File: src/twcp_pkg.sv
// package for the three-wire configuration port with readback
// assumes a single system clock; serial pins are asynchronous to it
package twcp_pkg;

  // word geometry
  localparam int unsigned TWCP_WORD_W = 32;
  localparam int unsigned TWCP_CNT_W = 6;
  localparam logic [5:0] TWCP_WORD_BITS = 6'h20;
  localparam logic [5:0] TWCP_BIT_LAST = 6'h1F;

  // address field positions
  localparam int unsigned TWCP_REG_LSB = 0;
  localparam int unsigned TWCP_BANK_LSB = 3;
  localparam int unsigned TWCP_ID_LSB = 5;
  localparam int unsigned TWCP_CMD_REG_LSB = 27;
  localparam int unsigned TWCP_RB_FLAG_BIT = 31;

  // register numbers, main bank number and version code
  localparam logic [2:0] TWCP_REG_STATUS = 3'h0;
  localparam logic [2:0] TWCP_REG_SETUP1 = 3'h1;
  localparam logic [2:0] TWCP_REG_SETUP2 = 3'h2;
  localparam logic [2:0] TWCP_REG_SETUP3 = 3'h3;
  localparam logic [2:0] TWCP_REG_UNUSED = 3'h4;
  localparam logic [2:0] TWCP_REG_SETUP5 = 3'h5;
  localparam logic [1:0] TWCP_BANK_MAIN = 2'h1;
  localparam logic [1:0] TWCP_VERSION = 2'h1;

  // bits of the offset calibration setup word
  localparam int unsigned TWCP_AUTOCAL_BIT = 5;

  // values after reset
  localparam logic [31:0] TWCP_RST_SETUP1 = 32'h01005589;
  localparam logic [31:0] TWCP_RST_SETUP2 = 32'h31E0200A;
  localparam logic [31:0] TWCP_RST_SETUP3 = 32'h4000000B;
  localparam logic [31:0] TWCP_RST_SETUP5 = 32'h0000AAAD;

  // link signals after synchronisation
  typedef struct packed {
    logic sclk;
    logic sdata;
    logic latch_strobe_alias;
  } twcp_link_s;

  // readback shifter states
  typedef enum logic [2:0] {
    TWCP_RB_IDLE = 3'b001,
    TWCP_RB_ARMED = 3'b010,
    TWCP_RB_SHIFT = 3'b100
  } twcp_rb_e;

endpackage

File: src/twcp_sync.sv
// two-flop synchroniser for the serial pins
// assumes inputs are asynchronous to clk_sys_i
`timescale 1ns/1ps
module twcp_sync
  import twcp_pkg::*;
(
  // clock and reset
  input wire logic clk_sys_i,
  input wire logic rst_i,
  // raw pins
  input wire twcp_link_s pins_i,
  // synchronised copy
  output twcp_link_s sync_o
);

  typedef struct packed {
    twcp_link_s meta;
    twcp_link_s sync;
  } twcp_sync_s;

  twcp_sync_s st_ff;
  twcp_sync_s nxt_st;

  // first stage only feeds the second stage
  always_comb
  begin
    nxt_st.meta = pins_i;
    nxt_st.sync = st_ff.meta;
  end

  // state register
  always_ff @(posedge clk_sys_i or posedge rst_i)
  begin
    if (rst_i)
    begin
      st_ff <= '0;
    end
    else
    begin
      st_ff <= nxt_st;
    end
  end

  assign sync_o = st_ff.sync;

endmodule

File: src/twcp_port.sv
// three-wire serial configuration port with register readback
// assumes each serial clock phase lasts at least two clk_sys_i cycles,
// so the pins are seen through the two-flop synchroniser (bench: 100 ns)
// assumes autocal_done_i and the dac values come from the clk_sys_i domain
`timescale 1ns/1ps
// Operation
// - 32-bit shift register collects each word
// - data sampled on serial clock rise, LSB first
// - strobe rise loads addressed register
// - bits 0-2 register, bits 3-4 bank
// - writes to register four ignored
// - setup registers and dac status readable
// - readback: write phase then read phase
// - command word selects readback register
// - next bit driven on each clock rise
// - one idle clock, then 32 bits
// - status word: address, then version code
module twcp_port
  import twcp_pkg::*;
(
  // clock and reset
  input wire logic clk_sys_i,
  input wire logic rst_i,
  // serial pins
  input wire logic sclk_i,
  input wire logic sdata_i,
  input wire logic latch_strobe_alias_i,
  output logic readback_o,
  // calibration engine status
  input wire logic [7:0] dac_i_i,
  input wire logic [7:0] dac_q_i,
  input wire logic autocal_done_i,
  // configuration words to the analog core
  output logic [31:0] device_setup_primary_o,
  output logic [31:0] offset_calibration_setup_o,
  output logic [31:0] mixer_load_filter_setup_o,
  output logic [31:0] bias_trim_setup_o
);

  // ==========================================================
  // state
  typedef struct packed {
    logic sclk_d;
    logic strobe_d;
    logic [31:0] shift;
    logic [31:0] setup1;
    logic [31:0] setup2;
    logic [31:0] setup3;
    logic [31:0] setup5;
    logic rb_req;
    logic [2:0] rb_sel;
    twcp_rb_e rb_state;
    logic [31:0] rb_word;
    logic [5:0] rb_cnt;
    logic rb_out;
  } twcp_state_s;

  twcp_state_s st_ff;
  twcp_state_s nxt_st;
  twcp_link_s pins;
  twcp_link_s link;
  logic sclk_rise;
  logic strobe_rise;
  logic [31:0] status_word;
  logic [3:0] wr_hit; // setup word targeted by the shifter
  logic rb_cmd; // shifter holds a readback command

  // ==========================================================
  // pin synchronisation
  assign pins.sclk = sclk_i;
  assign pins.sdata = sdata_i;
  assign pins.latch_strobe_alias = latch_strobe_alias_i;

  twcp_sync u_sync (
    .clk_sys_i(clk_sys_i),
    .rst_i(rst_i),
    .pins_i(pins),
    .sync_o(link)
  );

  // edge detection on the synchronised pins
  assign sclk_rise = link.sclk & ~st_ff.sclk_d;
  assign strobe_rise = link.latch_strobe_alias & ~st_ff.strobe_d;

  // ==========================================================
  // functions
  // address field that each register reports in its low bits
  function automatic logic [4:0] addr_field(input logic [2:0] reg_no);
    addr_field = {TWCP_BANK_MAIN, reg_no};
  endfunction

  // one-hot decode of a register number onto the four setup words:
  // bit 0 setup1, bit 1 setup2, bit 2 setup3, bit 3 setup5
  function automatic logic [3:0] setup_hit(input logic [2:0] reg_no);
    logic [3:0] hit;
    hit = 4'h0;
    if (reg_no == TWCP_REG_SETUP1)
    begin
      hit = 4'h1;
    end
    else if (reg_no == TWCP_REG_SETUP2)
    begin
      hit = 4'h2;
    end
    else if (reg_no == TWCP_REG_SETUP3)
    begin
      hit = 4'h4;
    end
    else if (reg_no == TWCP_REG_SETUP5)
    begin
      hit = 4'h8;
    end
    else if (reg_no == TWCP_REG_UNUSED)
    begin
      hit = 4'h0; // register four has no storage
    end
    setup_hit = hit;
  endfunction

  // a readback command carries the flag bit and the status number
  function automatic logic is_rb_cmd(input logic [31:0] word);
    is_rb_cmd = word[TWCP_RB_FLAG_BIT] && (word[2:0] == TWCP_REG_STATUS);
  endfunction

  // word picked for readback; any number without storage returns the
  // status word, so a stray select never shifts out stale data
  function automatic logic [31:0] rb_pick(input twcp_state_s s, input logic [31:0] stat);
    logic [3:0] hit;
    logic [31:0] w;
    hit = setup_hit(s.rb_sel);
    w = stat;
    if (hit[0])
    begin
      w = s.setup1;
    end
    else if (hit[1])
    begin
      w = s.setup2;
    end
    else if (hit[2])
    begin
      w = s.setup3;
    end
    else if (hit[3])
    begin
      w = s.setup5;
    end
    rb_pick = w;
  endfunction

  // decode of the word waiting in the shifter
  assign wr_hit = setup_hit(st_ff.shift[2:0]);
  assign rb_cmd = is_rb_cmd(st_ff.shift);

  // status word: address, version, q dac, i dac
  always_comb
  begin
    status_word = '0;
    status_word[4:0] = addr_field(TWCP_REG_STATUS);
    status_word[TWCP_ID_LSB +: 2] = TWCP_VERSION;
    status_word[23:16] = dac_q_i;
    status_word[31:24] = dac_i_i;
  end

  // ==========================================================
  // next state
  always_comb
  begin
    nxt_st = st_ff;
    // edge detector history follows the synchronised pins
    nxt_st.sclk_d = link.sclk;
    nxt_st.strobe_d = link.latch_strobe_alias;

    // shift in on serial clock rise, lsb first; the shifter keeps running
    // during readback as well, harmless since only a strobe rise reads it
    if (sclk_rise)
    begin
      nxt_st.shift = {link.sdata, st_ff.shift[31:1]};
    end

    // autocal bit clears itself once calibration finishes; it comes before
    // the strobe decode so that a host write in the same cycle wins
    if (autocal_done_i)
    begin
      nxt_st.setup2[TWCP_AUTOCAL_BIT] = 1'b0;
    end

    // latch on strobe rise: either a readback command or a setup word
    if (strobe_rise)
    begin
      nxt_st.rb_req = 1'b0;
      if (rb_cmd)
      begin
        // readback command word
        nxt_st.rb_req = 1'b1;
        nxt_st.rb_sel = st_ff.shift[TWCP_CMD_REG_LSB +: 3];
      end
      else if (wr_hit[0])
      begin
        nxt_st.setup1 = st_ff.shift;
      end
      else if (wr_hit[1])
      begin
        nxt_st.setup2 = st_ff.shift;
      end
      else if (wr_hit[2])
      begin
        nxt_st.setup3 = st_ff.shift;
      end
      else if (wr_hit[3])
      begin
        nxt_st.setup5 = st_ff.shift;
      end
      // register four and unknown numbers are dropped
    end

    // readback shifter: idle waits for a command strobe, armed lets the
    // idle clock pass and freezes the word, shift sends it out lsb first
    case (st_ff.rb_state)
      TWCP_RB_IDLE:
      begin
        if (strobe_rise && nxt_st.rb_req)
        begin
          nxt_st.rb_state = TWCP_RB_ARMED;
        end
      end
      TWCP_RB_ARMED:
      begin
        // first clock after the strobe is idle
        if (sclk_rise)
        begin
          nxt_st.rb_word = rb_pick(st_ff, status_word);
          nxt_st.rb_cnt = '0;
          nxt_st.rb_state = TWCP_RB_SHIFT;
        end
      end
      TWCP_RB_SHIFT:
      begin
        // launch on rise so the host can take it on the fall
        if (sclk_rise)
        begin
          nxt_st.rb_out = st_ff.rb_word[0];
          nxt_st.rb_word = {1'b0, st_ff.rb_word[31:1]};
          nxt_st.rb_cnt = st_ff.rb_cnt + 6'h01;
          if (st_ff.rb_cnt == TWCP_BIT_LAST)
          begin
            nxt_st.rb_state = TWCP_RB_IDLE;
            nxt_st.rb_req = 1'b0;
          end
        end
      end
      default:
      begin
        nxt_st.rb_state = TWCP_RB_IDLE;
      end
    endcase
    // a new strobe in mid-sequence aborts it; a command word starts over
    // with the new selection, anything else leaves the shifter idle
    if (strobe_rise && st_ff.rb_state != TWCP_RB_IDLE)
    begin
      nxt_st.rb_state = nxt_st.rb_req ? TWCP_RB_ARMED : TWCP_RB_IDLE;
    end
  end

  // ==========================================================
  // state register
  always_ff @(posedge clk_sys_i or posedge rst_i)
  begin
    if (rst_i)
    begin
      // setup words start at their power-on values, the readback side idle;
      // edge history starts low to match the idle level of the pins
      st_ff <= '{
        sclk_d: 1'b0,
        strobe_d: 1'b0,
        shift: '0,
        setup1: TWCP_RST_SETUP1,
        setup2: TWCP_RST_SETUP2,
        setup3: TWCP_RST_SETUP3,
        setup5: TWCP_RST_SETUP5,
        rb_req: 1'b0,
        rb_sel: '0,
        rb_state: TWCP_RB_IDLE,
        rb_word: '0,
        rb_cnt: '0,
        rb_out: 1'b0
      };
    end
    else
    begin
      st_ff <= nxt_st;
    end
  end

  // outputs straight from flip-flops
  assign readback_o = st_ff.rb_out;
  assign device_setup_primary_o = st_ff.setup1;
  assign offset_calibration_setup_o = st_ff.setup2;
  assign mixer_load_filter_setup_o = st_ff.setup3;
  assign bias_trim_setup_o = st_ff.setup5;

endmodule

File: config.mk
export PLATFORM = sky130hd
export DESIGN_NAME = twcp_port
export DESIGN_NICKNAME = d
export VERILOG_FILES = /design/src/twcp_pkg.sv /design/src/twcp_sync.sv /design/src/twcp_port.sv
export SDC_FILE = /design/constraint.sdc
export NUM_CORES = 1
export LEC_CHECK = 0
export BUFFER_PORTS_ARGS = -buffer_cell sky130_fd_sc_hd__buf_2
export CAP_MARGIN = 20
export CORE_ASPECT_RATIO = 0.75
export CORE_MARGIN = 2
export CORE_UTILIZATION = 60
export CTS_CLUSTER_DIAMETER = 50
export DETAILED_ROUTE_END_ITERATION = 12
export PLACE_DENSITY_LB_ADDON = 0.05
export SLEW_MARGIN = 20
export SYNTH_ARGS = -nofsm -noshare
export SYNTH_HDL_FRONTEND = slang
export SYNTH_SLANG_ARGS = --single-unit
File: constraint.sdc
create_clock -name clk_sys_i -period 11.61 [get_ports clk_sys_i]
set_input_delay 2.9025 -clock clk_sys_i [delete_from_list [all_inputs] [get_ports clk_sys_i]]
set_output_delay 2.9025 -clock clk_sys_i [all_outputs]
set_load 0.01 [all_outputs]
# After elaboration in Yosys (flattened, before gate mapping)
# Cells that the tools add are included.
# Widths: inputs -> output; s select.
[totals]
ff_bits = 214
latch_bits = 0
ramBits = 0
mem_bits_ro = 0
out_inout_bits = 129
elab_cells = 96
n_memories = 0
[op_classes]
n_addsub = 1
n_mul = 0
n_div = 0
n_lt_le_gt_ge = 0
n_eq_ne = 19
n_shift = 0
n_mux = 35
n_bitwise = 8
n_reduce_logical = 13
[ops]
columns = ["op", "n"]
rows = [
  ["$mux 32", 7],
  ["$mux 70", 2],
  ["$pmux 38 s2", 1],
  ["$mux 74", 1],
  ["$mux 64", 1],
  ["$mux 4", 11],
  ["$mux 42", 1],
  ["$mux 41", 1],
  ["$eq 3x2->1 const B", 5],
  ["$ne 3x3->1 const B", 4],
  ["$eq 3x1->1 const B", 3],
  ["$eq 3x3->1 const B", 3],
  ["$mux 3", 3],
  ["$pmux 3 s3", 1],
  ["$reduce_and 4->1", 2],
  ["$add 6x1->6 const B", 1],
  ["$eq 6x5->1 const B", 1],
  ["$mux 6", 1],
  ["$not 1->1", 6],
  ["$reduce_and 3->1", 2],
  ["$reduce_and 6->1", 1],
  ["$reduce_and 5->1", 1],
  ["$mux 1", 4],
  ["$ne 2x2->1 const B", 2],
  ["other kinds (7)", 11],
]

# Depth between registers and ports, before layout
# Gate-level depths: netlist of the first run.
[logic_depth]
word_depth = 16
ltp_mapped = 6

# Hierarchy
# From an unflattened synthesis of the first run, not the netlist that was laid out.
[hier_totals]
hier_cells = 933
hier_area_um2 = 10381.2
[modules_own_cells]
columns = ["module", "n_inst", "cells_each", "area_per_inst_um2", "seq_area_each_um2"]
rows = [
  ["twcp_port", 1, 926, 10227.3, 5218.8],
  ["twcp_sync", 1, 7, 153.9, 150.1],
]

# Worst setup path after synthesis of the first run
# No wires, ideal clock.
[synth_path]
path_type = "register to output"
from = "register st_ff (netlist bit offset_calibration_setup_o[21])"
to = "output offset_calibration_setup_o[21]"
arrival_ps = 619
slack_ps = 8088
path_stages_with_launch = 2
n_path_buf = 1
path_cell_list = "dfstp_2 > buf_4"
[synth_lines]
columns = ["element", "line_no", "source"]
rows = [
  ["start: declaration", "twcp_port.sv:58", "twcp_state_s st_ff;"],
  ["start signal: assignment", "twcp_port.sv:273", "st_ff <= '{"],
  ["start signal: assignment", "twcp_port.sv:291", "st_ff <= nxt_st;"],
  ["end: declaration", "twcp_port.sv:35", "output logic [31:0] offset_calibration_setup_o,"],
]
# No word-level cell between the ends.

==> out/qor.csv, run 1 <==
metric,value,unit
result of the run,"complete, no violations",
share of the cycle needed by the critical path after routing,35.86,%
highest fanout seen on the critical path,137,
global-route wire length before repair,39940,microns
via count of the first global-routing pass,7176,
prevailing post-synth register cell,sky130_fd_sc_hd__dfrtp_1,
area share of the largest cell type after synthesis,43.89,%
arrival time at the worst endpoint,4660,ps
overall track demand over capacity in global routing,27.71,%
clock tree root driver cell,sky130_fd_sc_hd__clkbuf_16,
post-layout minimum cycle time,4163,ps
Fin Clk Skew,12.59,ps
cell accounting for the most synthesized area,sky130_fd_sc_hd__dfrtp_1,
width of the die,155.9,microns
final routed wire length divided by cell count,21.77,microns
number of flops mapped to enable cells by yosys,0,
path type of the worst min-delay path,reg -> reg,
Hold Fails Final Rpt,0,
top cell types by occurrence after synthesis,"sky130_fd_sc_hd__dfrtp_1, sky130_fd_sc_hd__buf_4, sky130_fd_sc_hd__mux2_2",
Top Ports,151,
number of detailed-route iterations in the first pass,5,
"crit path setup slack, layout",7447,ps
Post-Place Worst Slack,6853,ps
sequential cell area fraction in the yosys report,51.74,%
f_max,0.2402,GHz
mean area per synthesized cell,11.13,sq um
transition time at the pin with the least slew margin,1102,ps
gate count of the mapped netlist,932,
share of synthesized registers carrying an async set or reset,100.0,%
Overflow after GRT,0,
dominant cell by count in the synthesized netlist,sky130_fd_sc_hd__dfrtp_1,
Inserted Clock Buffers,23,
clock-pin slew on the worst setup and hold paths,60,ps
Vias per Instance,6.020,
endpoints failing setup,0,
Clock Path Buffers,3,
Core Rows,41,
netlist area before placement,10380,sq um
maximum number of pins on one net before global-route repair,138,
via count,7043,
worst hold start,u_sync.nxt_st[0]$_DFF_PP0_,
area of the multi-input gates,3754,sq um
total wire length after detailed routing,25470,microns
number of library cell types mapped by synthesis,50,
layout cell share with drive strength beyond 1,37.91,%
total setup buffers inserted after CTS,0,
count of yosys warnings during synthesis,0,
worst max-slew margin expressed relative to the limit,26.17,%
start point of the critical path,rst_i,
number of antenna diodes,0,
footprint of the flip-flops and latches,5369,sq um
gpl congestion,0.7936,
post-route insts no fill,1170,
post-layout power,1.834,mW
quantity of gates resized following cts,0,
CTS H-Tree Depth,1,
die area,18380,sq um
count of routing violations after the opening detailed-route iteration,533,
final sum of negative setup slack,0,ps
RSZ-0062 raised after global routing,no,
worst-case vdd ir drop,0.1073,mV
antenna violations before repair,0,
P_leak,5.677,nW
kind of start point of the critical path,primary input,
initial core utilization,61.49,%
Worst R2R Start,st_ff[43]$_DFFE_PP0P_,
number of DRC violations after detailed routing,0,
Max-cap violations,0,
category of the most critical setup path,in -> async,
count of pins over their slew limit,0,
CTS tree,done,
top cells by area in the synthesized netlist,"sky130_fd_sc_hd__dfrtp_1, sky130_fd_sc_hd__mux2_2, sky130_fd_sc_hd__buf_4, sky130_fd_sc_hd__dfstp_2, sky130_fd_sc_hd__nand2_1",
kind of end point of the critical path,asynchronous set/reset pin,
CTS hold repair buffers,0,
number of synthesized register bits,213,
total of buffers placed on input and output ports,150,
Cell Count Post-Placement,1127,
fillers,1290,
clk sinks,213,
Final Util,65.59,%
required time of the critical path,12110,ps
synthesized netlist net count,955,
clk_lat worst skew,510,ps
detailed placer's ending HPWL,15250,microns
power per cell area,165.7,nW/um^2
Area Overhead vs Synth,6.679,%
layout net count,961,
count of nets left with antenna violations after detail routing,0,
Core ar.,16880,sq um
floorplan die height,117.9,microns
==> area by class of cell <==
| cell class | count | share of cell area, % |
|---|---|---|
| Inverter | 5 | 0.2373 |
| Clock inverter | 9 | 1.187 |
| Timing Repair Buffer | 163 | 7.844 |
| Clock buffer | 33 | 5.900 |
| Tap cell | 215 | 2.430 |
| Multi-Input combinational cell | 532 | 33.91 |
| Sequential cell | 213 | 48.50 |
==> routing by layer <==
metal  GRT usage (%)  up-vias  wire [microns]
met2           44.36      250           11970
met4           6.881        0             407
li1                -     3145               -
met3           4.234       36            1466
met1           40.04     3612           11620
met5               0        -               0
==> cells in the final DEF (no fill, tap or decap), types with 3 or more instances in the layout <==
master                      Yosys  routed
sky130_fd_sc_hd__and2_1         8       8
sky130_fd_sc_hd__o211ai_1      15      15
sky130_fd_sc_hd__mux2i_1        4       4
sky130_fd_sc_hd__clkbuf_16      0      23
sky130_fd_sc_hd__clkbuf_1      18       6
sky130_fd_sc_hd__nand2b_1      17      16
sky130_fd_sc_hd__clkbuf_8       0       4
sky130_fd_sc_hd__inv_6          0       3
sky130_fd_sc_hd__nor2b_1       29      28
sky130_fd_sc_hd__or4bb_1        3       3
sky130_fd_sc_hd__a21oi_1       18      18
sky130_fd_sc_hd__a22oi_1       27      27
sky130_fd_sc_hd__nand3_1       18      16
sky130_fd_sc_hd__o21ai_1        5       5
sky130_fd_sc_hd__clkinv_2       0       3
sky130_fd_sc_hd__nor2_1        15      15
sky130_fd_sc_hd__nand3b_1       7       7
sky130_fd_sc_hd__mux2_2       118     118
sky130_fd_sc_hd__nand2_1      110     110
sky130_fd_sc_hd__a21boi_0       3       3
sky130_fd_sc_hd__dfstp_2       31      31
sky130_fd_sc_hd__bufinv_16      0       3
sky130_fd_sc_hd__dfrtp_1      182     182
sky130_fd_sc_hd__nand4bb_1      4       4
sky130_fd_sc_hd__buf_2         27     150
sky130_fd_sc_hd__buf_4        130      12
sky130_fd_sc_hd__inv_1          4       3
sky130_fd_sc_hd__o21ai_0       63      63
sky130_fd_sc_hd__a22o_1         8       8
sky130_fd_sc_hd__nor3b_1        4       4
sky130_fd_sc_hd__and3_1        13      13
sky130_fd_sc_hd__o21a_1         3       3
sky130_fd_sc_hd__o221ai_1      14      14
==> registers in the layout (all words and copies together), names as in the netlist <==
name                        cells
mixer_load_filter_setup_o      32
u_sync.sync_o                   3
st_ff                          78
readback_o                      1
offset_calibration_setup_o     32
device_setup_primary_o         32
u_sync.nxt_st                   3
bias_trim_setup_o              32
==> metrics by stage <==
step / cell area [sq um] / hold WS (ps)
final: 11070 / 358.8
after global routing: 11070 / 367.6
after CTS: 11040 / 358.3
after detailed placement: 10260 / 338.6
after global placement: 10260 / 342.9
after floorplan: 10380 / 331.2
==> worst max-delay path, stage by stage <==
cell and delay (ps):
sky130_fd_sc_hd__buf_2 130, sky130_fd_sc_hd__inv_8 570, sky130_fd_sc_hd__buf_4 870
==> power breakdown <==
part           internal [mW]  total, mW  switching (mW)  leakage, nW
sequential             0.771      0.809          0.0380         2.76
clock                  0.460      0.758           0.298        0.387
combinational         0.0864      0.267           0.181         2.53
total                   1.32       1.83           0.517         5.68
==> logic make-up after synthesis <==
family                   share of synthesized area [%]
multiplexers                                     13.19
adder cells (fa/ha/maj)                         0.1205
buffers and inverters                            12.24
AND/OR/NAND/NOR                                  12.11
XOR/XNOR                                       0.08441
flip-flops                                       51.74
AO/OA/AOI/OAI                                    10.53
==> final timing paths <==
kind,end,slack [ps],cells past startpoint
hold / removal,u_sync.sync_o[0]$_DFF_PP0_,360,0
min in group asynchronous,bias_trim_setup_o[30]$_DFFE_PP0P_,2560,2
hold reg to reg,u_sync.sync_o[0]$_DFF_PP0_,360,0
setup / recovery,mixer_load_filter_setup_o[7]$_DFFE_PP0P_,7450,3
max in group clk_sys_i,device_setup_primary_o[12],7510,1
setup reg to reg,st_ff[24]$_DFFE_PP0P_,8770,5
Power figures use the tool's default switching activity.
==> run 2, diff against run 1 <==
--- a/config.mk
+++ b/config.mk
@@ -9,7 +9,7 @@
 export CAP_MARGIN = 20
 export CORE_ASPECT_RATIO = 0.75
 export CORE_MARGIN = 2
-export CORE_UTILIZATION = 60
+export CORE_UTILIZATION = 58
 export CTS_CLUSTER_DIAMETER = 50
 export DETAILED_ROUTE_END_ITERATION = 12
 export PLACE_DENSITY_LB_ADDON = 0.05
==> constraint.sdc (replaced) <==
create_clock -name clk_sys_i -period 4.1 [get_ports clk_sys_i]
set_input_delay 1.025 -clock clk_sys_i [delete_from_list [all_inputs] [get_ports clk_sys_i]]
set_output_delay 1.025 -clock clk_sys_i [all_outputs]
set_load 0.01 [all_outputs]
==> run 2 against run 1 <==
Largest power group unchanged. Highest routed layer unchanged. Via count down 0.30%. Routed wire length increased by 1.3%. Critical path type is now reg -> reg. Sequential power grew to 2.9 times the previous value. Final cell count grew 2.7%.
==> out/qor.csv, run 2 (synthesis gave the netlist of run 1 again) <==
metric,value,unit
result of the run,"complete, no violations",
RSZ-0062 raised after global routing,no,
Crit. path cell count,4,
initial core utilization,58.95,%
Register-to-Register Path Depth,4,
f_max,0.4340,GHz
total wire length after detailed routing,25800,microns
number of antenna diodes,0,
final sum of negative setup slack,0,ps
kind of end point of the critical path,register,
antenna violations before repair,0,
maximum number of pins on one net before global-route repair,53,
clock tree root driver cell,sky130_fd_sc_hd__clkbuf_16,
hold-critical path depth,0,
layout cell share with drive strength beyond 1,38.54,%
worst-case vdd ir drop,0.2970,mV
count of pins over their slew limit,0,
count of nets left with antenna violations after detail routing,0,
Crit-path slowest cell,sky130_fd_sc_hd__nor4b_4,
layout net count,967,
max FFs per register,78,
Max-cap violations,0,
post-layout minimum cycle time,2304,ps
floorplan die height,119.8,microns
power per cell area,452.1,nW/um^2
width of the die,158.5,microns
endpoints failing setup,0,
Final Util,63.47,%
clock-pin slew on the worst setup and hold paths,60,ps
overall track demand over capacity in global routing,27.89,%
Fin Clk Skew,8.987,ps
die area,18990,sq um
"commonest cells after routing, fill and taps aside","sky130_fd_sc_hd__dfrtp_1, sky130_fd_sc_hd__buf_2, sky130_fd_sc_hd__mux2_2",
category of the most critical setup path,reg -> reg,
largest register by flop count,st_ff,
Cell Count Post-Placement,1160,
Overflow after GRT,0,
highest fanout seen on the critical path,27,
Hold Fails Final Rpt,0,
Inserted Clock Buffers,23,
P_leak,5.704,nW
Clock Path Buffers,3,
CTS H-Tree Depth,1,
quantity of gates resized following cts,0,
global-route wire length before repair,40590,microns
via count of the first global-routing pass,7186,
CTS tree,done,
footprint of the flip-flops and latches,5370,sq um
Vias per Instance,5.842,
most common library cell in the layout ignoring fill and taps,sky130_fd_sc_hd__dfrtp_1,
fillers,1425,
total setup buffers inserted after CTS,0,
Core Rows,42,
clk sinks,213,
Top Ports,151,
transition time at the pin with the least slew margin,1037,ps
clk_lat worst skew,500,ps
share of the cycle needed by the critical path after routing,56.20,%
crit path buf inv count,1,
number of detailed-route iterations in the first pass,5,
CTS hold repair buffers,0,
gpl congestion,0.8201,
number of DRC violations after detailed routing,0,
slowest cell delay on critical path,660,ps
count of routing violations after the opening detailed-route iteration,668,
worst max-slew margin expressed relative to the limit,30.83,%
cell type group with the largest total delay on the critical path,simple AND/OR/NAND/NOR gates,
total of buffers placed on input and output ports,150,
required time of the critical path,4480,ps
final routed wire length divided by cell count,21.47,microns
post-route insts no fill,1202,
Core ar.,17600,sq um
arrival time at the worst endpoint,2680,ps
detailed placer's ending HPWL,16320,microns
area of the multi-input gates,3766,sq um
ordered cell list for the critical path,nand2b_1 > nor4b_4 > buf_4 > mux2_2,
kind of start point of the critical path,register,
path type of the worst min-delay path,reg -> reg,
via count,7022,
Area Overhead vs Synth,7.668,%
run 2: changes by cell type in the layout (fill, tap and decap cells not counted), moves of 2 or more:
cell                         previous run  this run
sky130_fd_sc_hd__inv_6                  3         0
sky130_fd_sc_hd__clkinv_2               3         6
sky130_fd_sc_hd__clkbuf_1               6         4
sky130_fd_sc_hd__buf_12                 0         5
sky130_fd_sc_hd__clkinvlp_4             0         2
sky130_fd_sc_hd__bufinv_16              3         1
run 2: power by group:
group	total (mW)	internal [mW]	leakage (nW)	switching, mW
Clock	2.01	1.19	0.366	0.826
Combinational	0.724	0.258	2.58	0.467
Sequential	2.32	2.18	2.76	0.133
Total	5.05	3.63	5.70	1.43
run 2: layout make-up:
type / count / share of cell area [%]
Clock buffer: 32 / 5.901
Tap cell: 242 / 2.710
Clock inverter: 9 / 0.6831
Sequential cell: 213 / 48.06
Multi-Input combinational cell: 532 / 33.71
Inverter: 5 / 0.2016
Timing Repair Buffer: 169 / 8.735
run 2: path summary, 6_finish.rpt:
path / from / slack, ps / endpoint
worst max-delay path: st_ff[206]$_DFF_PP0_ / 1800 / offset_calibration_setup_o[18]$_DFFE_PP0P_
worst min-delay path: u_sync.nxt_st[2]$_DFF_PP0_ / 350 / u_sync.sync_o[2]$_DFF_PP0_
worst max register to register: st_ff[206]$_DFF_PP0_ / 1800 / offset_calibration_setup_o[18]$_DFFE_PP0P_
worst min register to register: u_sync.nxt_st[2]$_DFF_PP0_ / 350 / u_sync.sync_o[2]$_DFF_PP0_
max in group asynchronous: rst_i / 2680 / mixer_load_filter_setup_o[1]$_DFFE_PP1P_
min in group asynchronous: rst_i / 550 / bias_trim_setup_o[27]$_DFFE_PP0P_
run 2: metrics by stage:
| stage | setup slack [ps] | hold WS, ps | power [mW] | area [sq um] |
|---|---|---|---|---|
| final | 1796 | 353.1 | 5.051 | 11170 |
| after global routing | 1654 | 360.9 | 5.253 | 11170 |
| after CTS | 1749 | 356.0 | 5.070 | 11140 |
| after detailed placement | 1756 | 337.9 | 3.064 | 10400 |
| after global placement | 1851 | 345.3 | 3.044 | 10380 |
| after floorplan | 330.1 | 331.2 | 2.801 | 10380 |
run 2: routing by layer:
layer	up-vias	part of all wire, %	GRT usage, %
met2	260	45	42.55
li1	3153	-	-
met3	35	6.2	4.659
met5	-	0	0
met1	3574	47	42.11
met4	0	1.6	6.250
